$ cat src/hdl/urx_map.vh
`ifndef URX_MAP_VH
`define URX_MAP_VH

// ------------------------------------------------------------
// register byte offsets
// ------------------------------------------------------------
`define URX_CTRL_ADDR     12'h000
`define URX_BAUD_ADDR     12'h004
`define URX_STAT_ADDR     12'h008
`define URX_DATA_ADDR     12'h00c

// ------------------------------------------------------------
// control register fields and reset value
// ------------------------------------------------------------
`define URX_CTRL_EN_BIT   0
`define URX_CTRL_DBL_BIT  1
`define URX_CTRL_PAR_LSB  2
`define URX_CTRL_SIZE_LSB 4
`define URX_CTRL_RST      8'h30
`define URX_BAUD_RST      12'h000

// ------------------------------------------------------------
// parity modes
// ------------------------------------------------------------
`define URX_PAR_EVEN      2'b10
`define URX_PAR_ODD       2'b11

// ------------------------------------------------------------
// status register fields
// ------------------------------------------------------------
`define URX_STAT_DONE_BIT 7
`define URX_STAT_FRAMING_FAULT_FLAG_BIT 4
`define URX_STAT_OVF_BIT  3
`define URX_STAT_PARITY_FAULT_FLAG_BIT 2

// ------------------------------------------------------------
// sampling: samples per bit and first voting sample
// ------------------------------------------------------------
`define URX_SPB_NORM      5'd16
`define URX_SPB_DBL       5'd8
`define URX_VOTE_NORM     5'd8
`define URX_VOTE_DBL      5'd4
`define URX_MIN_BITS      4'd5
`define URX_MAX_BITS      4'd9

`endif

$ cat src/hdl/urx_baud_tick.v
// ------------------------------------------------------------
// sample tick divider: one pulse every divider+1 clocks
// ------------------------------------------------------------
module urx_baud_tick #(
    parameter DIV_W = 12
) (
    input  wire             clk,
    input  wire             rst,
    input  wire             run,
    input  wire [DIV_W-1:0] divider,
    output reg              tick
);

    reg [DIV_W-1:0] cnt_reg;

    // stopped counter restarts at zero so a fresh enable starts clean
    always @(posedge clk)
    begin
        if (rst || !run)
        begin
            cnt_reg <= {DIV_W{1'b0}};
            tick    <= 1'b0;
        end
        // >= so a smaller divider written mid-count cannot stall the tick
        else if (cnt_reg >= divider)
        begin
            cnt_reg <= {DIV_W{1'b0}};
            tick    <= 1'b1;
        end
        else
        begin
            cnt_reg <= cnt_reg + {{(DIV_W-1){1'b0}}, 1'b1};
            tick    <= 1'b0;
        end
    end

endmodule // urx_baud_tick

$ cat src/hdl/urx_receiver.v
`include "urx_map.vh"

// Overview of operation
// with parity on, check received parity bit against data parity
// even: expected bit one for odd ones count; odd: the reverse
// receiver disable is immediate, flushes buffer, drops frame in flight
// software flushes by reading data until done flag clears
// fault flags travel in the buffer with their frame
// sample at sixteen per bit, eight per bit in double rate
// first low sample after idle high is sample one of start
// normal mode: start valid when two of samples 8,9,10 low
// double rate: start valid when two of samples 4,5,6 low
// high majority on start samples: noise, go back to watching
// bit timing restarts on every accepted start bit
// each data and parity bit is a majority of centre samples
// sample bits through first stop bit, never a second stop
// low first stop bit sets framing fault for that frame
// new start detectable right after stop vote; later in double rate
// tolerated rate mismatch follows from vote positions and frame length
// normal mode, eight bits: keep receiver baud error near two percent
// double rate, eight bits: keep receiver error within 1.5 percent
// software picks divider setting giving smallest baud deviation
// sample counter restarts at each start edge, one step per tick
module urx_receiver #(
    parameter FIFO_DEPTH = 2,
    parameter PTR_W      = 1,
    parameter DIV_W      = 12
) (
    input  wire        MCLK,
    input  wire        SYS_RST,
    input  wire        PSEL,
    input  wire        PENABLE,
    input  wire        PWRITE,
    input  wire [11:0] PADDR,
    input  wire [31:0] PWDATA,
    output reg  [31:0] PRDATA,
    output wire        PREADY,
    output wire        PSLVERR,
    input  wire        RXD
);

    localparam ST_IDLE  = 3'd0;
    localparam ST_START = 3'd1;
    localparam ST_DATA  = 3'd2;
    localparam ST_PAR   = 3'd3;
    localparam ST_STOP  = 3'd4;
    localparam ST_GAP   = 3'd5;

    // ------------------------------------------------------------
    // functions
    // ------------------------------------------------------------
    function maj3;
        input a;
        input b;
        input c;
        begin
            maj3 = (a & b) | (a & c) | (b & c);
        end
    endfunction

    function [3:0] size_bits;
        input [2:0] code;
        begin
            if (code > 3'd4)
                size_bits = `URX_MAX_BITS;
            else
                size_bits = `URX_MIN_BITS + {1'b0, code};
        end
    endfunction

    // bits arrive lsb first at the top of the shifter; move to bit 0
    function [8:0] align;
        input [8:0] sh;
        input [3:0] n;
        begin
            case (n)
                4'd5:    align = {4'h0, sh[8:4]};
                4'd6:    align = {3'h0, sh[8:3]};
                4'd7:    align = {2'h0, sh[8:2]};
                4'd8:    align = {1'h0, sh[8:1]};
                default: align = sh;
            endcase
        end
    endfunction

    // ------------------------------------------------------------
    // declarations
    // ------------------------------------------------------------
    reg  [7:0]       ctrl_reg;
    reg  [DIV_W-1:0] baud_reg;
    reg              rxd_meta_reg;
    reg              rxd_reg;
    reg  [2:0]       state_reg;
    reg  [4:0]       cnt_reg;
    reg  [1:0]       win_reg;
    reg  [3:0]       bit_cnt_reg;
    reg  [8:0]       shift_reg;
    reg              par_acc_reg;
    reg              par_bit_reg;
    reg  [10:0]      fifo_mem [0:FIFO_DEPTH-1];
    reg  [PTR_W-1:0] wr_ptr_reg;
    reg  [PTR_W-1:0] rd_ptr_reg;
    reg  [PTR_W:0]   fill_reg;
    reg              ovf_reg;

    wire             rx_en;
    wire             double_rate_select;
    wire [1:0]       par_mode;
    wire             par_en;
    wire [3:0]       nbits;
    wire [4:0]       spb;
    wire [4:0]       vote_last;
    wire [4:0]       cnt_next;
    wire             tick;
    wire             at_vote;
    wire             vote;
    wire             frame_push;
    wire             framing_fault_flag;
    wire             parity_fault_flag;
    wire             par_expect;
    wire [10:0]      head;
    wire             empty;
    wire             full;
    wire             rx_done_flag;
    wire             apb_acc;
    wire             apb_wr;
    wire             apb_rd;
    wire             mapped;
    wire             pop;
    wire             push_ok;

    // ------------------------------------------------------------
    // configuration decode
    // ------------------------------------------------------------
    assign rx_en              = ctrl_reg[`URX_CTRL_EN_BIT];
    assign double_rate_select = ctrl_reg[`URX_CTRL_DBL_BIT];
    assign par_mode           = ctrl_reg[`URX_CTRL_PAR_LSB+1:`URX_CTRL_PAR_LSB];
    assign par_en             = par_mode[1];
    assign nbits     = size_bits(ctrl_reg[`URX_CTRL_SIZE_LSB+2:`URX_CTRL_SIZE_LSB]);
    assign spb       = double_rate_select ? `URX_SPB_DBL : `URX_SPB_NORM;
    // voting window: first, middle, last = first+2 //
    assign vote_last = (double_rate_select ? `URX_VOTE_DBL : `URX_VOTE_NORM)
                       + 5'd2;

    // ------------------------------------------------------------
    // sample tick from the local baud divider
    // ------------------------------------------------------------
    // the divider value and the double rate bit set the rate; the closest
    // achievable rate is software's choice //
    urx_baud_tick #(
        .DIV_W   (DIV_W)
    ) u_tick (
        .clk     (MCLK),
        .rst     (SYS_RST),
        .run     (rx_en),
        .divider (baud_reg),
        .tick    (tick)
    );

    // ------------------------------------------------------------
    // line synchroniser
    // ------------------------------------------------------------
    always @(posedge MCLK)
    begin
        if (SYS_RST)
        begin
            rxd_meta_reg <= 1'b1;
            rxd_reg      <= 1'b1;
        end
        else
        begin
            rxd_meta_reg <= RXD;
            rxd_reg      <= rxd_meta_reg;
        end
    end

    // ------------------------------------------------------------
    // clock and data recovery
    // ------------------------------------------------------------
    // counter wraps spb -> 1 so every bit keeps the same sample numbers
    assign cnt_next = (cnt_reg == spb) ? 5'd1 : cnt_reg + 5'd1;
    assign at_vote  = tick && (cnt_next == vote_last);
    // two stored samples plus the current one form the vote
    assign vote     = maj3(win_reg[1], win_reg[0], rxd_reg);

    assign par_expect         = par_acc_reg ^ par_mode[0];
    assign parity_fault_flag  = par_en && (par_bit_reg != par_expect);
    assign framing_fault_flag = ~vote;
    assign frame_push         = at_vote && (state_reg == ST_STOP);

    always @(posedge MCLK)
    begin
        if (SYS_RST || !rx_en)
        begin
            // disable drops any frame in flight at once //
            state_reg   <= ST_IDLE;
            cnt_reg     <= 5'd0;
            win_reg     <= 2'b11;
            bit_cnt_reg <= 4'd0;
            shift_reg   <= 9'h000;
            par_acc_reg <= 1'b0;
            par_bit_reg <= 1'b0;
        end
        else if (tick)
        begin
            win_reg <= {win_reg[0], rxd_reg};
            cnt_reg <= cnt_next;
            case (state_reg)
                ST_IDLE:
                begin
                    // falling edge: this low sample is sample one
                    if (win_reg[0] && !rxd_reg)
                    begin
                        cnt_reg   <= 5'd1;
                        state_reg <= ST_START;
                    end
                end
                ST_START:
                begin
                    if (at_vote)
                    begin
                        if (!vote)
                        begin
                            bit_cnt_reg <= 4'd0;
                            par_acc_reg <= 1'b0;
                            state_reg   <= ST_DATA;
                        end
                        else
                            state_reg <= ST_IDLE;
                    end
                end
                ST_DATA:
                begin
                    if (at_vote)
                    begin
                        shift_reg   <= {vote, shift_reg[8:1]};
                        par_acc_reg <= par_acc_reg ^ vote;
                        bit_cnt_reg <= bit_cnt_reg + 4'd1;
                        if (bit_cnt_reg + 4'd1 == nbits)
                            state_reg <= par_en ? ST_PAR : ST_STOP;
                    end
                end
                ST_PAR:
                begin
                    if (at_vote)
                    begin
                        par_bit_reg <= vote;
                        state_reg   <= ST_STOP;
                    end
                end
                ST_STOP:
                begin
                    // only the first stop bit is looked at //
                    // double rate skips one more sample before hunting
                    if (at_vote && double_rate_select)
                        state_reg <= ST_GAP;
                    else if (at_vote)
                        state_reg <= ST_IDLE;
                end
                ST_GAP:
                    state_reg <= ST_IDLE;
                default:
                    state_reg <= ST_IDLE;
            endcase
        end
    end

    // ------------------------------------------------------------
    // receive buffer: {parity fault, framing fault, data[8:0]}
    // ------------------------------------------------------------
    assign empty        = (fill_reg == {(PTR_W+1){1'b0}});
    assign full         = (fill_reg == FIFO_DEPTH[PTR_W:0]);
    assign head         = fifo_mem[rd_ptr_reg];
    assign rx_done_flag = ~empty;
    // a frame arriving while full is lost; pop in the same cycle frees room
    assign push_ok      = frame_push && (!full || pop);

    always @(posedge MCLK)
    begin
        if (push_ok)
            fifo_mem[wr_ptr_reg] <= {parity_fault_flag, framing_fault_flag,
                                     align(shift_reg, nbits)};
    end

    always @(posedge MCLK)
    begin
        if (SYS_RST || !rx_en)
        begin
            wr_ptr_reg <= {PTR_W{1'b0}};
            rd_ptr_reg <= {PTR_W{1'b0}};
            fill_reg   <= {(PTR_W+1){1'b0}};
            ovf_reg    <= 1'b0;
        end
        else
        begin
            if (push_ok)
                wr_ptr_reg <= wr_ptr_reg + {{(PTR_W-1){1'b0}}, 1'b1};
            if (pop)
                rd_ptr_reg <= rd_ptr_reg + {{(PTR_W-1){1'b0}}, 1'b1};
            if (push_ok && !pop)
                fill_reg <= fill_reg + {{PTR_W{1'b0}}, 1'b1};
            else if (pop && !push_ok)
                fill_reg <= fill_reg - {{PTR_W{1'b0}}, 1'b1};
            // overflow set wins over the clear by a data read
            if (frame_push && !push_ok)
                ovf_reg <= 1'b1;
            else if (pop)
                ovf_reg <= 1'b0;
        end
    end

    // ------------------------------------------------------------
    // apb slave: zero wait states
    // ------------------------------------------------------------
    assign apb_acc = PSEL && PENABLE;
    assign apb_wr  = apb_acc && PWRITE;
    assign apb_rd  = apb_acc && !PWRITE;
    assign mapped  = (PADDR == `URX_CTRL_ADDR) || (PADDR == `URX_BAUD_ADDR) ||
                     (PADDR == `URX_STAT_ADDR) || (PADDR == `URX_DATA_ADDR);
    assign PREADY  = 1'b1;
    assign PSLVERR = apb_acc && !mapped;
    // a data read advances the buffer, so status must be read first
    assign pop     = apb_rd && (PADDR == `URX_DATA_ADDR) && !empty;

    always @(posedge MCLK)
    begin
        if (SYS_RST)
        begin
            ctrl_reg <= `URX_CTRL_RST;
            baud_reg <= `URX_BAUD_RST;
        end
        else if (apb_wr)
        begin
            if (PADDR == `URX_CTRL_ADDR)
                ctrl_reg <= {1'b0, PWDATA[6:0]};
            if (PADDR == `URX_BAUD_ADDR)
                baud_reg <= PWDATA[DIV_W-1:0];
        end
    end

    always @*
    begin
        PRDATA = 32'h0000_0000;
        case (PADDR)
            `URX_CTRL_ADDR:
                PRDATA[7:0] = ctrl_reg;
            `URX_BAUD_ADDR:
                PRDATA[DIV_W-1:0] = baud_reg;
            `URX_STAT_ADDR:
            begin
                PRDATA[`URX_STAT_DONE_BIT] = rx_done_flag;
                PRDATA[`URX_STAT_FRAMING_FAULT_FLAG_BIT] = rx_done_flag & head[9];
                PRDATA[`URX_STAT_OVF_BIT]  = ovf_reg;
                PRDATA[`URX_STAT_PARITY_FAULT_FLAG_BIT] = rx_done_flag & head[10];
            end
            `URX_DATA_ADDR:
                PRDATA[8:0] = empty ? 9'h000 : head[8:0];
            default:
                PRDATA = 32'h0000_0000;
        endcase
    end

endmodule // urx_receiver

$ cat config.mk
export PLATFORM = sky130hd
export DESIGN_NAME = urx_receiver
export DESIGN_NICKNAME = d
export VERILOG_FILES = /design/src/hdl/urx_baud_tick.v /design/src/hdl/urx_receiver.v
export VERILOG_INCLUDE_DIRS = /design/src /design/src/hdl
export SDC_FILE = /design/constraint.sdc
export NUM_CORES = 1
export LEC_CHECK = 0
export ABC_AREA = 1
export BUFFER_PORTS_ARGS = -buffer_cell sky130_fd_sc_hd__clkbuf_2
export CELL_PAD_IN_SITES_DETAIL_PLACEMENT = 1
export CELL_PAD_IN_SITES_GLOBAL_PLACEMENT = 2
export CORE_MARGIN = 3
export CORE_UTILIZATION = 31
export DETAILED_ROUTE_END_ITERATION = 8
export MAX_ROUTING_LAYER = met4
export PLACE_DENSITY_LB_ADDON = 0.15
export SLEW_MARGIN = 10
export SYNTH_ARGS = -nofsm -noshare
export SYNTH_HDL_FRONTEND = slang
export SYNTH_SLANG_ARGS = --single-unit
$ cat constraint.sdc
create_clock -name MCLK -period 5.8 [get_ports MCLK]
set_input_delay 0.29 -clock MCLK [delete_from_list [all_inputs] [get_ports MCLK]]
set_output_delay 0.29 -clock MCLK [all_outputs]
set_load 0.03 [all_outputs]
==> results of run 1 <==
[power breakdown]
group | switching [mW] | internal (mW) | total [mW]
logic | 0.0306 | 0.00945 | 0.0401
registers | 0.000370 | 0.619 | 0.619
clock network | 0.261 | 0.303 | 0.564
total | 0.292 | 0.931 | 1.22
[path summary, 6_finish.rpt]
kind                      from        endpoint  slack, ns  cells past startpoint
setup reg to reg    cnt_reg[0]  fifo_mem[0][3]       2.98                     11
setup / recovery    cnt_reg[0]  fifo_mem[0][3]       2.98                     11
hold / removal             RXD    rxd_meta_reg       0.12                      2
hold reg to reg   rxd_meta_reg         rxd_reg       0.41                      1
[kinds of logic (layout without fill, tap and decap cells)]
family	count (synthesis)	count (layout)	synth area share, %
AO/OA/AOI/OAI	121	121	15.32
adder cells (fa/ha/maj)	20	20	5.065
XOR/XNOR	14	14	2.634
buffers and inverters	129	149	12.18
flip-flops	87	87	39.71
multiplexers	2	2	0.4558
AND/OR/NAND/NOR	262	262	24.49
other	2	21	0.1520
[final cells by class]
| type | count | area, um2 | share of cell area (%) |
|---|---|---|---|
| clock buffers | 10 | 239.0 | 4.339 |
| multi-input cells | 440 | 2449 | 44.46 |
| repair buffers | 42 | 210.2 | 3.816 |
| flip-flops and latches | 87 | 1962 | 35.62 |
| well taps | 211 | 264.0 | 4.793 |
| clock inverters | 6 | 42.54 | 0.7724 |
| inverters | 91 | 341.6 | 6.202 |
[layout by cell type, fill, tap and decap left out, types with 7 or more instances in the layout]
| master | n |
|---|---|
| nand4_1 | 10 |
| inv_1 | 85 |
| nand3_1 | 40 |
| clkbuf_16 | 9 |
| conb_1 | 21 |
| xor2_1 | 7 |
| a21oi_1 | 47 |
| ha_1 | 20 |
| dfxtp_1 | 65 |
| o21ai_0 | 19 |
| o211ai_1 | 12 |
| nor2_2 | 8 |
| nand2_1 | 113 |
| clkbuf_2 | 42 |
| nor2_1 | 64 |
| a211oi_1 | 12 |
| edfxtp_1 | 22 |
[stage by stage]
step	worst slack, ns	power, mW	std cells
floorplan	3.550	0.6695	656
global placement	2.760	0.6726	871
detailed placement	2.553	0.6727	871
CTS	2.845	1.242	887
global route	2.723	1.273	887
finish	2.985	1.223	887
[per-layer routing]
metal  track usage [%]  routed length (um)  vias up
met1             19.35                6288     1972
met2             26.40                6253       67
met3             2.977                 453       14
met5                 -                   0        -
li1                  -                   -     2149
met4             5.831                 201        0
==> results_dict.tcl, run 1 <==
set metrics [dict create \
    cts_buffers 9 \
    drcViolationCount 0 \
    async_flop_share_pct 0 \
    start_kind "register" \
    min_path_type "primary input to register" \
    fp-row-count 45 \
    wl_per_cell_um 14.88 \
    vias_per_cell 4.737 \
    antenna_found_initial 0 \
    leakage_nw 2.172 \
    finalHoldViolations 0 \
    rsz0062_at_grt "no" \
    worst-path-buf-inv 1 \
    hold_buffers 0 \
    syn2layout_area_growth_pct 11.47 \
    dr.pass1.iters 4 \
    crit_required_ns 5.77 \
    fillers 1904 \
    coreArea_um2 15370 \
    fin_worst_skew_ns 0.01395 \
    arrival_ns 2.78 \
    tightest_slew_ns 1.013 \
    die-area_um2 17490 \
    critPathSlowestCell "nor2_1" \
    grtUsageTotal_pct 15.91 \
    dp_hpwl_mm 10.07 \
    cpLargestDelayFamily "simple AND/OR/NAND/NOR gates" \
    synth_top_area_cell "dfxtp_1" \
    portBuffers 42 \
    yosysUniqueCellTypes 46 \
    path_max_fanout 11 \
    yosysSeqAreaShare_pct 39.71 \
    relSlewSlack_pct 32.25 \
    diodes 0 \
    path_clk_slew_ns 0.07 \
    cts_tree "yes" \
    drv_cap 0 \
    synth_edf_count 22 \
    die_height_um 132.3 \
    power_density_nw_per_um2 222.1 \
    end_kind "register" \
    finalNetCount 741 \
    holdWs_ns 0.1230 \
    ir_worst_vdd_v 0.0001253 \
    fin_setup_tns_ns 0 \
    start_util_pct 32.14 \
    synth-seq-cells 87 \
    gp_congestion 0.8100 \
    grt_max_degree 25 \
    synth_most_common_cell "nand2_1" \
    clk_latency_ns 0.35 \
    avgSynthCellArea_um2 7.757 \
    first_iter_violations 114 \
    post-route-period-util_pct 48.54 \
    final-setup-viol-count 0 \
    yosys_warnings 0 \
    drv_slew 0 \
    io_pins 84 \
    grt_pass1_vias 4231 \
    fmax_mhz 355.2 \
    htree_levels 3 \
    yosys-top-cells-area "dfxtp_1 (26%), edfxtp_1 (13%), nand2_1 (8.6%)" \
    clockBufferDepth 2 \
    routed_wirelength_mm 13.20 \
    netlist_instances 637 \
    ctsResizeCount 0 \
    drive_above_1_share_pct 14.79 \
    placed_area_um2 5226 \
    ant_nets 0 \
    cts_sinks 87 \
    synth_flop_cell "dfxtp_1" \
    grt_pass1_wl_mm 21.89 \
    postCtsSetupBuffers 0 \
    status "completed" \
    chipWidth_um 132.3 \
    crit_type "register to register" \
    synth_top_area_share_pct 26.34 \
    grt_overflow 0 \
    via_count 4202 \
    largest_reg_flops 22 \
    final_util_pct 35.83 \
    syn_area_um2 4941 \
    cts_root_buffer "clkbuf_16" \
    crit_chain "ha_1 -> nand4_1 -> nand2_1 -> inv_2 -> nand2_2 -> nand2_1 -> nor2_4 -> nand2_4 -> nor2_4 -> nand2_2 -> nor2_1" \
    synthTopCellsByCount "nand2_1 (113), inv_1 (85), dfxtp_1 (65)" \
    max_stage_delay_ns 0.76 \
    fin_crit_ns 2.815 \
    fin_area_um2 5508 \
]
No activity file was read; power rests on OpenSTA's default activity.
==> run 2: changes to the inputs <==
Settings changed: ABC_AREA 1 to 0.
Clock period 5.8 ns to 2.88 ns, I/O delays scaled along.
==> run 2 against run 1 <==
Clock skew down 0.0094 ns. Cell count shrank 8.8%. Clock-buffer cell count fell by 1. Worst setup slack worse by 2.8 ns. First-iteration DRC count increased by 27%. Combinational power up 100%. Highest routed layer unchanged. Hold slack got worse by 0.096 ns.
==> results_dict.tcl, run 2 <==
set metrics [dict create \
    fp-row-count 45 \
    htree_levels 3 \
    min_path_type "primary input to register" \
    fmax_mhz 372.9 \
    dp_hpwl_mm 10.26 \
    leakage_nw 1.994 \
    r2r_cells 8 \
    use_met3_pct 3.612 \
    met1_usage_pct 21.08 \
    netlist_instances 550 \
    cts_tree "yes" \
    switching_share_pct 23.84 \
    crit_chain "ha_1 -> nand3b_1 -> o2111a_1 -> or2_2 -> nor4_4 -> ha_1 -> or3_1 -> a21oi_1" \
    synth-seq-cells 87 \
    routed_wirelength_mm 13.42 \
    crit_path_frequent_cell "ha_1" \
    start_util_pct 32.24 \
    power_density_nw_per_um2 450.9 \
    fin_setup_tns_ns 0 \
    portBuffers 42 \
    fin_worst_skew_ns 0.004543 \
    yosysUniqueCellTypes 65 \
    drcViolationCount 0 \
    grt_busiest_layer "met2" \
    crit_required_ns 3.16 \
    p_sw_mw 0.6140 \
    hold_start "PWDATA[10]" \
    reg2reg_from "cnt_reg[1]" \
    layout_commonest_cell "dfxtp_1" \
    arrival_ns 2.96 \
    drive_above_1_share_pct 15.22 \
    worst-path-buf-inv 0 \
    intPower_mw 1.962 \
    power_frac_comb_pct 3.1 \
    relSlewSlack_pct 46.84 \
    reg2reg_setup_slack_ns 0.20 \
    reg2reg_to "fill_reg[1]" \
    synth_top_area_share_pct 26.16 \
    yosys_warnings 0 \
    die_height_um 132.7 \
    path_clk_slew_ns 0.07 \
    max_stage_delay_ns 0.39 \
    grt_overflow 0 \
    post-route-period-util_pct 93.11 \
    grt_max_degree 30 \
    chipWidth_um 132.7 \
    avgSynthCellArea_um2 9.043 \
    cts_sinks 87 \
    final_util_pct 37.03 \
    grt_pass1_wl_mm 21.96 \
    gp_congestion 0.8065 \
    critPathSlowestCell "dfxtp_1" \
    drv_slew 0 \
    status "completed" \
    synth_edf_count 22 \
    syn2layout_area_growth_pct 14.87 \
    hold_end "baud_reg[10]" \
    final-setup-viol-count 0 \
    p_clk_share_pct 48.5 \
    yosysSeqAreaShare_pct 39.45 \
    finalNetCount 663 \
    syn_area_um2 4974 \
    end_kind "register" \
    dr.pass1.iters 4 \
    crit_type "register to register" \
    synth_top_area_cell "dfxtp_1" \
    met2_usage_pct 25.52 \
    clk_latency_ns 0.35 \
    fin_crit_ns 2.682 \
    vias_per_cell 4.936 \
    ant_nets 0 \
    p_seq_share_pct 48.4 \
    grtUsageTotal_pct 16.15 \
    antenna_found_initial 0 \
    via_count 3993 \
    synth_flop_cell "dfxtp_1" \
    rsz0062_at_grt "no" \
    path_max_fanout 8 \
    cpLargestDelayFamily "simple AND/OR/NAND/NOR gates" \
    grt_pass1_vias 4042 \
    largest_reg_flops 22 \
    diodes 0 \
    synthTopCellsByCount "dfxtp_1 (65), nor2_1 (54), mux2i_1 (47)" \
    io_pins 84 \
    yosys-top-cells-area "dfxtp_1 (26%), edfxtp_1 (13%), mux2i_1 (9.5%)" \
    start_kind "register" \
    final_cell_mix "dfxtp_1 (64), nor2_1 (54), mux2i_1 (47)" \
    clockBufferDepth 2 \
    wl_per_cell_um 16.59 \
    synth_most_common_cell "dfxtp_1" \
    die-area_um2 17600 \
    finalHoldViolations 0 \
    cts_root_buffer "clkbuf_16" \
    coreArea_um2 15430 \
    holdPathStages 3 \
    drv_cap 0 \
    cts_buffers 9 \
    ir_worst_vdd_v 0.0003690 \
    async_flop_share_pct 0 \
    first_iter_violations 145 \
    tightest_slew_ns 0.7944 \
]
## run 2: timing repair
item / 4_1_cts / 5_1_grt
endpoints found under the hold margin: 1 / 0
resized for setup: 0 / 1
buffers inserted: 0 / 0
endpoints found under the setup margin: 0 / 1
hold buffers: 1 / 0
## run 2: per-layer routing
layer / vias to the layer above / part of all wire (%)
li1: 1990 / -
met4: 0 / 1.3
met2: 53 / 47
met3: 11 / 2.8
met5: - / 0
met1: 1939 / 49
## run 2: cell type report
type | instances | area (um2)
fill | 1836 | 9714
multi-input combinational | 400 | 2666
clock buffer | 9 | 225.2
clock inverter | 7 | 87.58
inverter | 31 | 116.4
sequential | 87 | 1963
tap | 211 | 264.0
timing repair buffer | 64 | 390.4
## run 2: worst reg2reg max path: stages, from the launching register on
cell	delay [ns]
dfxtp_1	0.39
ha_1	0.34
nand3b_1	0.13
o2111a_1	0.17
or2_2	0.39
nor4_4	0.34
ha_1	0.31
or3_1	0.38
a21oi_1	0.17
## run 2: worst max-delay path by stage
stage / startpoint / to / slack [ns] / cells past startpoint
2_1_floorplan: PADDR[7] / fifo_mem[0][0] / 0.07 / 6
3_5_place_dp: PADDR[7] / fill_reg[1] / 0.04 / 9
3_3_place_gp: PADDR[7] / fill_reg[1] / 0.14 / 9
5_1_grt: cnt_reg[4] / fill_reg[1] / 0.03 / 7
6_report: cnt_reg[1] / fill_reg[1] / 0.20 / 8
4_1_cts: cnt_reg[0] / fill_reg[1] / 0.11 / 9
## run 2: per-stage QoR
step                hold WS [ns]  power [mW]  worst slack [ns]  cells  area (um2)
floorplan                 0.2478       1.345           0.06533    569        5045
global placement          0.3343       1.352            0.1359    792        5389
detailed placement        0.3344       1.353           0.04211    792        5389
CTS                      0.02058       2.613            0.1108    809        5712
global route             0.04097       2.666           0.02636    809        5713
finish                   0.02711       2.576            0.1984    809        5713
## run 2: logic make-up after synthesis
logic type	Yosys count	share of synthesized area [%]
simple gates	176	18.67
compound gates	114	14.69
flops	87	39.45
buf+inv	82	8.377
mux	47	9.459
fa+ha+maj	21	5.233
xor+xnor	21	3.975
other cells	2	0.1510
## run 2: power by group through the flow
stage | clock, mW | sequential, mW | combinational (mW)
after global placement | 0 | 1.27 | 0.0781
after floorplan | 0 | 1.27 | 0.0704
final | 1.25 | 1.25 | 0.0802
after detailed placement | 0 | 1.27 | 0.0789
after global routing | 1.33 | 1.25 | 0.0868
after CTS | 1.29 | 1.25 | 0.0800
